$ cat config.mk
export PLATFORM = sky130hd
export DESIGN_NAME = lfd_diag_top
export DESIGN_NICKNAME = d
export VERILOG_FILES = /design/src/lfd_chan_filter.v /design/src/lfd_diag_top.v
export VERILOG_INCLUDE_DIRS = /design/src
export SDC_FILE = /design/constraint.sdc
export NUM_CORES = 2
export LEC_CHECK = 0
export CAP_MARGIN = 20
export CORE_UTILIZATION = 66
export DETAILED_ROUTE_END_ITERATION = 16
export DONT_BUFFER_PORTS = 1
export PLACE_DENSITY = 0.82
export SETUP_SLACK_MARGIN = 0.4
export SYNTH_ARGS = -nofsm -noshare
export SYNTH_HDL_FRONTEND = slang
export SYNTH_HIERARCHICAL = 1
export SYNTH_SLANG_ARGS = --single-unit
$ cat constraint.sdc
create_clock -name core_clk -period 7.7 [get_ports core_clk]
set_input_delay 0.77 -clock core_clk [delete_from_list [all_inputs] [get_ports core_clk]]
set_output_delay 0.77 -clock core_clk [all_outputs]
set_load 0.02 [all_outputs]
$ cat src/lfd_defines.vh
// Purpose: shared constants of the led fault diagnosis filter
// Assumes: 10-bit adc samples, 16 channels, apb word registers
// Notes: offsets are byte addresses on the apb slave
`ifndef LFD_DEFINES_VH
`define LFD_DEFINES_VH
`define LFD_NCH 16
`define LFD_ADC_W 10
`define LFD_CNT_W 8
`define LFD_ADC_MAX 10'h3ff
// register byte offsets
`define LFD_OFF_CTRL 12'h000
`define LFD_OFF_LEVEL 12'h004
`define LFD_OFF_GRP0 12'h008
`define LFD_OFF_GRP1 12'h00c
`define LFD_OFF_OPEN_EN 12'h010
`define LFD_OFF_SHORT_EN 12'h014
`define LFD_OFF_IOPEN_EN 12'h018
`define LFD_OFF_BUNDLE 12'h01c
`define LFD_OFF_OPEN_THR 12'h020
`define LFD_OFF_SHORT_THR 12'h024
`define LFD_OFF_IOPEN_THR 12'h028
`define LFD_OFF_SUPLOW 12'h02c
`define LFD_OFF_FLAGS 12'h030
`define LFD_OFF_STATUS 12'h034
// ctrl fields: bit0 sel0, bit1 slm0, bit2 sel1, bit3 slm1
`define LFD_CTRL_SEL0 0
`define LFD_CTRL_SLM0 1
`define LFD_CTRL_SEL1 2
`define LFD_CTRL_SLM1 3
// reset values
`define LFD_RST_LEVEL 8'h03
`define LFD_RST_WORD 32'h00000000
// retry on-time in cycles of core_clk
`define LFD_RETRY_CYC 8'h08
`endif

$ cat src/lfd_chan_filter.v
// Purpose: one channel up/down error filter with sticky error flag
// Assumes: event pulses are one cycle wide, never both at once
// Notes: flag sets at level, clears only when the counter is back at zero
`include "lfd_defines.vh"
module lfd_chan_filter #(
    parameter CW = `LFD_CNT_W
) (
    input wire core_clk,
    input wire srst,
    input wire err_evt,
    input wire ok_evt,
    input wire [CW-1:0] level,
    output reg [CW-1:0] cnt_q,
    output reg flag_q
);
    reg [CW-1:0] cnt_d;
    reg flag_d;
    // counter step and flag update
    always @* begin
        cnt_d = cnt_q;
        flag_d = flag_q;
        if (err_evt && (cnt_q < level)) begin
            cnt_d = cnt_q + {{(CW-1){1'b0}}, 1'b1};
        end else if (ok_evt && (cnt_q != {CW{1'b0}})) begin
            cnt_d = cnt_q - {{(CW-1){1'b0}}, 1'b1};
        end
        if (cnt_d == {CW{1'b0}}) begin
            flag_d = 1'b0;
        end else if (cnt_d >= level) begin
            flag_d = 1'b1;
        end
    end
    // state registers
    always @(posedge core_clk) begin
        if (srst) begin
            cnt_q <= {CW{1'b0}};
            flag_q <= 1'b0;
        end else begin
            cnt_q <= cnt_d;
            flag_q <= flag_d;
        end
    end
endmodule // lfd_chan_filter

$ cat src/lfd_diag_top.v
// Purpose: led open/short diagnosis, error filters, fault groups, apb registers
// Assumes: one diagnosis result per channel per pwm period via meas_valid
// Notes: fault pin inputs come from outside and are synchronised
// Functional notes
// error event increments channel counter while below common level
// good event decrements channel counter while above zero
// counter reaching level sets channel error flag, held while nonzero
// counter back at zero clears channel error flag
// sixteen separate counters share one programmable level
// all channels measured once per pwm period
// each compare result becomes one error or good event
// short: supply minus pin computed digitally, compared with short threshold
// short only if supply unsaturated, enabled, pwm valid and settled
// voltage open only if supply above minimum, enabled, pwm settled
// fault pin select 1 outputs membership-gated error flags
// two independent groups with own pin, logic and membership bits
// select 0 keeps diagnosis off pin, pin stays a current sink
// channel with active error flag goes to retry state
// single lamp mode turns off whole group on any flag
// select 1, slm 0: incoming fault state ignored
// select 1, slm 1: incoming fault turns off group drivers
// incoming fault enable is select and single lamp mode
// slm stage passes flags when 0, all ones or zeros when 1
// retry turns faulty channel on only for minimum measurement time
// current open off for bundled channels, kept for others
// open when pin sample below open threshold
// short when supply minus pin below short threshold
// common open flag when any enabled channel open
// reset clears counters and flags
`include "lfd_defines.vh"
module lfd_diag_top #(
    parameter NCH = `LFD_NCH,
    parameter AW = `LFD_ADC_W,
    parameter CW = `LFD_CNT_W
) (
    input wire core_clk,
    input wire srst,
    input wire psel,
    input wire penable,
    input wire pwrite,
    input wire [11:0] paddr,
    input wire [31:0] pwdata,
    output reg [31:0] prdata,
    output wire pready,
    output wire pslverr,
    input wire meas_valid,
    input wire [3:0] meas_ch,
    input wire [AW-1:0] pin_sample,
    input wire [AW-1:0] supply_sample,
    input wire [AW-1:0] current_sample,
    input wire pwm_settled,
    input wire [1:0] fault_pin_in,
    output reg [1:0] fault_pin_out,
    output reg [1:0] fault_pin_oe,
    output reg [NCH-1:0] driver_off,
    output reg [NCH-1:0] retry_on,
    output reg open_err_q,
    output reg short_err_q
);
    reg [3:0] ctrl_q;
    reg [CW-1:0] level_q;
    reg [NCH-1:0] grp0_q, grp1_q, open_en_q, short_en_q, iopen_en_q;
    reg [7:0] bundle_q;
    reg [AW-1:0] open_thr_q, short_thr_q, iopen_thr_q, suplow_q;
    reg [1:0] fin_s1_q, fin_s2_q;
    reg [NCH-1:0] err_evt, ok_evt;
    wire [NCH-1:0] flag;
    reg [7:0] retry_cnt_q [0:NCH-1];
    reg [NCH-1:0] was_flag_q;
    wire wr_en, rd_en, open_c, short_c, iopen_c, short_ok, open_ok, bundled;
    wire [AW-1:0] diff;
    wire [1:0] ie, slm, sel;
    wire [NCH-1:0] slm0_vec, slm1_vec, grp0_flags, grp1_flags;
    integer i;
    genvar g;

    // slm stage: passthrough or all-or-nothing vector
    function [NCH-1:0] slm_stage;
        input [NCH-1:0] flags;
        input mode;
        begin
            if (mode) begin
                slm_stage = {NCH{|flags}};
            end else begin
                slm_stage = flags;
            end
        end
    endfunction

    // apb: zero wait states, unmapped reads zero, no error
    assign pready = 1'b1;
    assign pslverr = 1'b0;
    assign wr_en = psel & penable & pwrite;
    assign rd_en = psel & ~pwrite;

    // register writes
    always @(posedge core_clk) begin
        if (srst) begin
            ctrl_q <= 4'h0;
            level_q <= `LFD_RST_LEVEL;
            grp0_q <= {NCH{1'b0}};
            grp1_q <= {NCH{1'b0}};
            open_en_q <= {NCH{1'b0}};
            short_en_q <= {NCH{1'b0}};
            iopen_en_q <= {NCH{1'b0}};
            bundle_q <= 8'h00;
            open_thr_q <= {AW{1'b0}};
            short_thr_q <= {AW{1'b0}};
            iopen_thr_q <= {AW{1'b0}};
            suplow_q <= {AW{1'b0}};
        end else if (wr_en) begin
            case (paddr)
                `LFD_OFF_CTRL: ctrl_q <= pwdata[3:0];
                `LFD_OFF_LEVEL: level_q <= pwdata[CW-1:0];
                `LFD_OFF_GRP0: grp0_q <= pwdata[NCH-1:0];
                `LFD_OFF_GRP1: grp1_q <= pwdata[NCH-1:0];
                `LFD_OFF_OPEN_EN: open_en_q <= pwdata[NCH-1:0];
                `LFD_OFF_SHORT_EN: short_en_q <= pwdata[NCH-1:0];
                `LFD_OFF_IOPEN_EN: iopen_en_q <= pwdata[NCH-1:0];
                `LFD_OFF_BUNDLE: bundle_q <= pwdata[7:0];
                `LFD_OFF_OPEN_THR: open_thr_q <= pwdata[AW-1:0];
                `LFD_OFF_SHORT_THR: short_thr_q <= pwdata[AW-1:0];
                `LFD_OFF_IOPEN_THR: iopen_thr_q <= pwdata[AW-1:0];
                `LFD_OFF_SUPLOW: suplow_q <= pwdata[AW-1:0];
                default: ;
            endcase
        end
    end

    // register reads
    always @(posedge core_clk) begin
        if (srst) begin
            prdata <= `LFD_RST_WORD;
        end else if (rd_en && !penable) begin
            case (paddr)
                `LFD_OFF_CTRL: prdata <= {28'h0000000, ctrl_q};
                `LFD_OFF_LEVEL: prdata <= {{(32-CW){1'b0}}, level_q};
                `LFD_OFF_GRP0: prdata <= {{(32-NCH){1'b0}}, grp0_q};
                `LFD_OFF_GRP1: prdata <= {{(32-NCH){1'b0}}, grp1_q};
                `LFD_OFF_OPEN_EN: prdata <= {{(32-NCH){1'b0}}, open_en_q};
                `LFD_OFF_SHORT_EN: prdata <= {{(32-NCH){1'b0}}, short_en_q};
                `LFD_OFF_IOPEN_EN: prdata <= {{(32-NCH){1'b0}}, iopen_en_q};
                `LFD_OFF_BUNDLE: prdata <= {24'h000000, bundle_q};
                `LFD_OFF_OPEN_THR: prdata <= {{(32-AW){1'b0}}, open_thr_q};
                `LFD_OFF_SHORT_THR: prdata <= {{(32-AW){1'b0}}, short_thr_q};
                `LFD_OFF_IOPEN_THR: prdata <= {{(32-AW){1'b0}}, iopen_thr_q};
                `LFD_OFF_SUPLOW: prdata <= {{(32-AW){1'b0}}, suplow_q};
                `LFD_OFF_FLAGS: prdata <= {{(32-NCH){1'b0}}, flag};
                `LFD_OFF_STATUS: prdata <= {30'h00000000, short_err_q, open_err_q};
                default: prdata <= `LFD_RST_WORD;
            endcase
        end
    end

    // compare logic for the channel being reported
    assign diff = supply_sample - pin_sample;
    assign short_c = (supply_sample < pin_sample) || (diff < short_thr_q);
    assign open_c = pin_sample < open_thr_q;
    assign bundled = bundle_q[meas_ch[3:1]];
    assign iopen_c = current_sample < iopen_thr_q;
    assign short_ok = (supply_sample != `LFD_ADC_MAX) && short_en_q[meas_ch]
                      && pwm_settled;
    assign open_ok = (supply_sample > suplow_q) && open_en_q[meas_ch]
                     && pwm_settled;

    // one event per channel per period from the compare results
    always @* begin
        err_evt = {NCH{1'b0}};
        ok_evt = {NCH{1'b0}};
        if (meas_valid) begin
            if ((short_ok && short_c) || (open_ok && open_c)
                || (iopen_en_q[meas_ch] && !bundled && iopen_c)) begin
                err_evt[meas_ch] = 1'b1;
            end else begin
                ok_evt[meas_ch] = 1'b1;
            end
        end
    end

    // common status flags, reset wins over set, cleared by reset only
    always @(posedge core_clk) begin
        if (srst) begin
            open_err_q <= 1'b0;
            short_err_q <= 1'b0;
        end else if (meas_valid) begin
            if (open_ok && open_c) begin
                open_err_q <= 1'b1;
            end
            if (short_ok && short_c) begin
                short_err_q <= 1'b1;
            end
        end
    end

    // per-channel filters
    generate
        for (g = 0; g < NCH; g = g + 1) begin : g_ch
            lfd_chan_filter #(
                .CW(CW)
            ) u_filt (
                .core_clk(core_clk),
                .srst(srst),
                .err_evt(err_evt[g]),
                .ok_evt(ok_evt[g]),
                .level(level_q),
                .cnt_q(),
                .flag_q(flag[g])
            );
        end
    endgenerate

    // synchronise incoming fault lines
    always @(posedge core_clk) begin
        if (srst) begin
            fin_s1_q <= 2'b00;
            fin_s2_q <= 2'b00;
        end else begin
            fin_s1_q <= fault_pin_in;
            fin_s2_q <= fin_s1_q;
        end
    end

    assign sel = {ctrl_q[`LFD_CTRL_SEL1], ctrl_q[`LFD_CTRL_SEL0]};
    assign slm = {ctrl_q[`LFD_CTRL_SLM1], ctrl_q[`LFD_CTRL_SLM0]};
    assign ie = sel & slm;
    assign grp0_flags = flag & grp0_q;
    assign grp1_flags = flag & grp1_q;
    assign slm0_vec = slm_stage(grp0_flags, slm[0]);
    assign slm1_vec = slm_stage(grp1_flags, slm[1]);

    // fault pin drive and group shutdown
    always @(posedge core_clk) begin
        if (srst) begin
            fault_pin_out <= 2'b00;
            fault_pin_oe <= 2'b00;
            driver_off <= {NCH{1'b0}};
        end else begin
            fault_pin_out[0] <= sel[0] & (|grp0_flags);
            fault_pin_out[1] <= sel[1] & (|grp1_flags);
            fault_pin_oe[0] <= sel[0] & (|grp0_flags);
            fault_pin_oe[1] <= sel[1] & (|grp1_flags);
            driver_off <= (slm0_vec & grp0_q) | (slm1_vec & grp1_q)
                          | ({NCH{ie[0] & fin_s2_q[0]}} & grp0_q)
                          | ({NCH{ie[1] & fin_s2_q[1]}} & grp1_q);
        end
    end

    // retry: faulty channel driven on briefly after each period report
    always @(posedge core_clk) begin
        if (srst) begin
            retry_on <= {NCH{1'b0}};
            was_flag_q <= {NCH{1'b0}};
            for (i = 0; i < NCH; i = i + 1) begin
                retry_cnt_q[i] <= 8'h00;
            end
        end else begin
            was_flag_q <= flag;
            for (i = 0; i < NCH; i = i + 1) begin
                if (flag[i] && (!was_flag_q[i] || ok_evt[i] || err_evt[i])) begin
                    retry_cnt_q[i] <= `LFD_RETRY_CYC;
                    retry_on[i] <= 1'b1;
                end else if (retry_cnt_q[i] != 8'h00) begin
                    retry_cnt_q[i] <= retry_cnt_q[i] - 8'h01;
                    retry_on[i] <= (retry_cnt_q[i] != 8'h01) && flag[i];
                end else begin
                    retry_on[i] <= 1'b0;
                end
            end
        end
    end
endmodule // lfd_diag_top

==> impl_metrics.env <==
export IMPL_cts_sinks=484
export IMPL_min_delay_path_depth=2
export IMPL_maxSlewHeadroom_pct=21.2
export IMPL_worst_setup_path_end_kind="flop"
export IMPL_nets=4584
export IMPL_ys_top_cells_by_area="dfxtp_1 19%, ha_1 13%, edfxtp_1 11%, nand2_1 4.6%, nor2_1 4.1%"
export IMPL_cts_tree="built"
export IMPL_ys_async_sr_fraction_pct=0
export IMPL_gr_total_overflow=0
export IMPL_critPathArrivalTime_ns=7.02
export IMPL_yosysSeqAreaShare_pct=30.0
export IMPL_post_cts_buffers=0
export IMPL_grt_max_degree=362
export IMPL_dr_wl_met3_um=10500
export IMPL_antenna_found_initial=3
export IMPL_dpl_cell_area_um2=36900
export IMPL_maxCapViolCount=0
export IMPL_internal_power_mw=5.15
export IMPL_dr_first_iter_drc_count=3672
export IMPL_synth_warnings=6
export IMPL_htree_num_levels=2
export IMPL_die_w_um=237
export IMPL_r2r_start="short_thr_q[2]"
export IMPL_fill_cells=4244
export IMPL_core_um2=54300
export IMPL_ir_drop_mv=0.156
export IMPL_clk_latency_ns=0.63
export IMPL_worst_pin_slew_ns=1.18
export IMPL_grt_pass1_wl_um=165000
export IMPL_reg2reg_depth=20
export IMPL_crit_start="supply_sample[0]"
export IMPL_synth_xor_area_share_pct=3.21
export IMPL_status="complete, no violations"
export IMPL_hp_start="pwdata[9]"
export IMPL_fin_crit_ns=6.57
export IMPL_setup_worst_path_start_class="input pin"
export IMPL_num_vias=32800
export IMPL_grt_pass1_vias=30200
export IMPL_die_h_um=237
export IMPL_holdWs_ns=0.269
export IMPL_start_util_pct=67.3
export IMPL_synth_avg_cell_area_um2=8.70
export IMPL_cts_buffers=52
export IMPL_dpl_hpwl_um=73600
export IMPL_critical_path_class="input pin to flop"
export IMPL_hp_class="input pin to flop"
export IMPL_synth_compound_area_share_pct=20.7
export IMPL_finalSetupViolations=0
export IMPL_synth_top_family_by_area="simple AND/OR/NAND/NOR gates"
export IMPL_crit_fanout=11
export IMPL_root_buffer="clkbuf_16"
export IMPL_cts_resized=0
export IMPL_final_antenna_net_count=0
export IMPL_clk_pin_slew_worst_paths_ns=0.07
export IMPL_yosysTopAreaCellShare_pct=19.5
export IMPL_yosys_most_used_dff="dfxtp_1"
export IMPL_power_frac_seq_pct=44.3
export IMPL_synthCells=4205
export IMPL_track_usage_pct=36.5
export IMPL_cp_data_required_time_ns=8.14
export IMPL_skew_ns=0.0359
export IMPL_cp_slowest_cell="o311a_1"
export IMPL_tns_ns=0
export IMPL_pin_count=159
export IMPL_drc=0
export IMPL_crit_family="compound AO/OA/AOI/OAI gates"
export IMPL_synth_mux_area_share_pct=2.88
export IMPL_avgViaCountPerCell=6.67
export IMPL_synth_seq_cells=484
export IMPL_wl_met2_um=45500
export IMPL_whs_endpoint="grp1_q[9]"
export IMPL_avgRoutedWirePerCell_um=21.4
export IMPL_synth_edff_count=128
export IMPL_finish_instance_area_um2=38700
export IMPL_power_frac_comb_pct=20.3
export IMPL_switching_share_pct=29.9
export IMPL_io_buffers=0
export IMPL_holdBufCountCts=0
export IMPL_drv_slew=0
export IMPL_p_leak_nw=15.3
export IMPL_synth_top_area_cell="dfxtp_1"
export IMPL_syn2layout_area_growth_pct=5.63
export IMPL_synth_simple_area_share_pct=25.4
export IMPL_syn_area_um2=36600
export IMPL_rows=85
export IMPL_fmax_mhz=152
export IMPL_die_area_um2=56400
export IMPL_path_buf_inv=3
export IMPL_r2r_end="g_ch[5].u_filt/flag_q"
export IMPL_met1_length_um=43000
export IMPL_routed_top_layer="met5"
export IMPL_postRouteWirelength_um=105000
export IMPL_finalCritPeriodShare_pct=85.4
export IMPL_place_gp_congestion=0.993
export IMPL_ys_types=100
export IMPL_p_clk_share_pct=35.4
export IMPL_hold_viol_final=0
export IMPL_dr_pass1_iters=7
export IMPL_synthAdderAreaFrac_pct=12.6
export IMPL_cts_buffer_depth=3
export IMPL_post_route_util_pct=71.1
export IMPL_power_switching_mw=2.20
export IMPL_cpPeakStageDelay_ns=0.70
export IMPL_drive_above_1_share_pct=8.67
export IMPL_r2r_slack_ns=2.20
export IMPL_power_density_nw_per_um2=190
export IMPL_rsz0062_at_grt="false"
==> power groups by stage <==
stage	clock, mW	sequential [mW]	combinational [mW]
after floorplan	0	3.24	1.26
after global placement	0	3.29	1.42
after detailed placement	0	3.30	1.46
after CTS	2.63	3.25	1.49
after global routing	2.72	3.29	1.69
final	2.60	3.26	1.49
==> routing by layer <==
metal / global-route usage [%] / vias up
met5: 0 / -
met4: 18.5 / 2
met3: 7.62 / 380
met2: 56.5 / 1605
met1: 48.2 / 15500
li1: - / 15300
==> cells in the mapped netlist (all sizes together), types with 16 or more instances <==
library cell  instances
xor2                 44
a21o                 42
nor4                 84
a22oi                24
and3                 51
a31oi                27
o21ai               168
nor2                399
clkbuf               81
or3                  18
a2111oi              47
a311oi               32
a22o                 21
and2                 36
a21oi               208
and4                 19
nor3b                37
or4b                 17
mux2i                62
nand3               109
xnor2                90
a211oi               36
o31ai                32
buf                  93
dfxtp               356
nor2b               158
edfxtp              128
nand2               446
nor3                153
o22a                 16
a2bb2oi              16
o22ai                38
o211ai               36
a221oi               48
o21a                 54
nand4                42
or2                  20
ha                  366
a41oi                17
o31a                 17
or4                  52
inv                 260
nand2b               62
==> cells in the final DEF (no fill, tap or decap), drive strengths merged, types with 32 or more instances in the layout <==
cell type | synthesis | layout
a211oi | 36 | 36
o21a | 54 | 54
o31ai | 32 | 32
ha | 366 | 366
o211ai | 36 | 36
nor2 | 399 | 399
inv | 260 | 264
xor2 | 44 | 44
nor4 | 84 | 84
or4 | 52 | 52
mux2i | 62 | 62
and3 | 51 | 51
a2111oi | 47 | 47
nor3 | 153 | 153
dfxtp | 356 | 356
and2 | 36 | 36
a311oi | 32 | 32
a21o | 42 | 42
clkbuf | 81 | 73
xnor2 | 90 | 90
nand2 | 446 | 446
edfxtp | 128 | 128
nor2b | 158 | 158
a221oi | 48 | 48
a21oi | 208 | 208
nand2b | 62 | 62
o21ai | 168 | 168
nand4 | 42 | 42
nor3b | 37 | 37
nand3 | 109 | 109
o22ai | 38 | 38
==> flip-flops by register name, summed over array words and instances (netlist names), 10 cells and up <==
signal and flops:
driver_off 16, grp0_q 16, short_en_q 16, g_ch.u_filt/cnt_q 128
g_ch.u_filt/flag_q 16, retry_on 16, grp1_q 16, iopen_en_q 16
open_en_q 16, was_flag_q 16, prdata 16, short_thr_q 10
iopen_thr_q 10, suplow_q 10, open_thr_q 10, retry_cnt_q 128
==> per-stage QoR <==
stage	cells	total power, mW	setup WS [ns]
floorplan	4221	4.50	1.81
global placement	4809	4.71	0.854
detailed placement	4810	4.77	0.585
CTS	4908	7.37	1.24
global route	4913	7.70	0.673
finish	4914	7.35	1.13
==> cells by family (layout without fill, tap and decap cells) <==
family	Yosys count	count (layout)
adders and majority gates	367	367
muxes	86	86
and+or+nand+nor	1752	1752
AOI/OAI and AO/OA	946	946
other	2	19
DFF	484	484
xor gates and xnor gates	134	134
buffers and inverters	434	387
==> area by class of cell <==
| type | count | area [um^2] | share of cell area, % |
|---|---|---|---|
| Antenna cell | 1 | 2.50 | 0.00647 |
| Clock buffer | 71 | 1460 | 3.79 |
| Clock inverter | 27 | 280 | 0.725 |
| Inverter | 260 | 976 | 2.52 |
| Multi-Input combinational cell | 3303 | 23800 | 61.6 |
| Sequential cell | 484 | 11000 | 28.4 |
| Tap cell | 739 | 925 | 2.39 |
| Timing Repair Buffer | 29 | 224 | 0.579 |
==> worst max path at each step <==
stage / slack, ns / endpoint / depth (start not counted)
global placement: 0.85 / g_ch[5].u_filt/flag_q / 28
detailed placement: 0.58 / g_ch[5].u_filt/flag_q / 28
CTS: 1.24 / g_ch[5].u_filt/flag_q / 28
finish: 1.13 / g_ch[5].u_filt/flag_q / 28
global route: 0.67 / g_ch[15].u_filt/flag_q / 28
floorplan: 1.81 / g_ch[10].u_filt/flag_q / 30
Power figures use the tool's default switching activity.
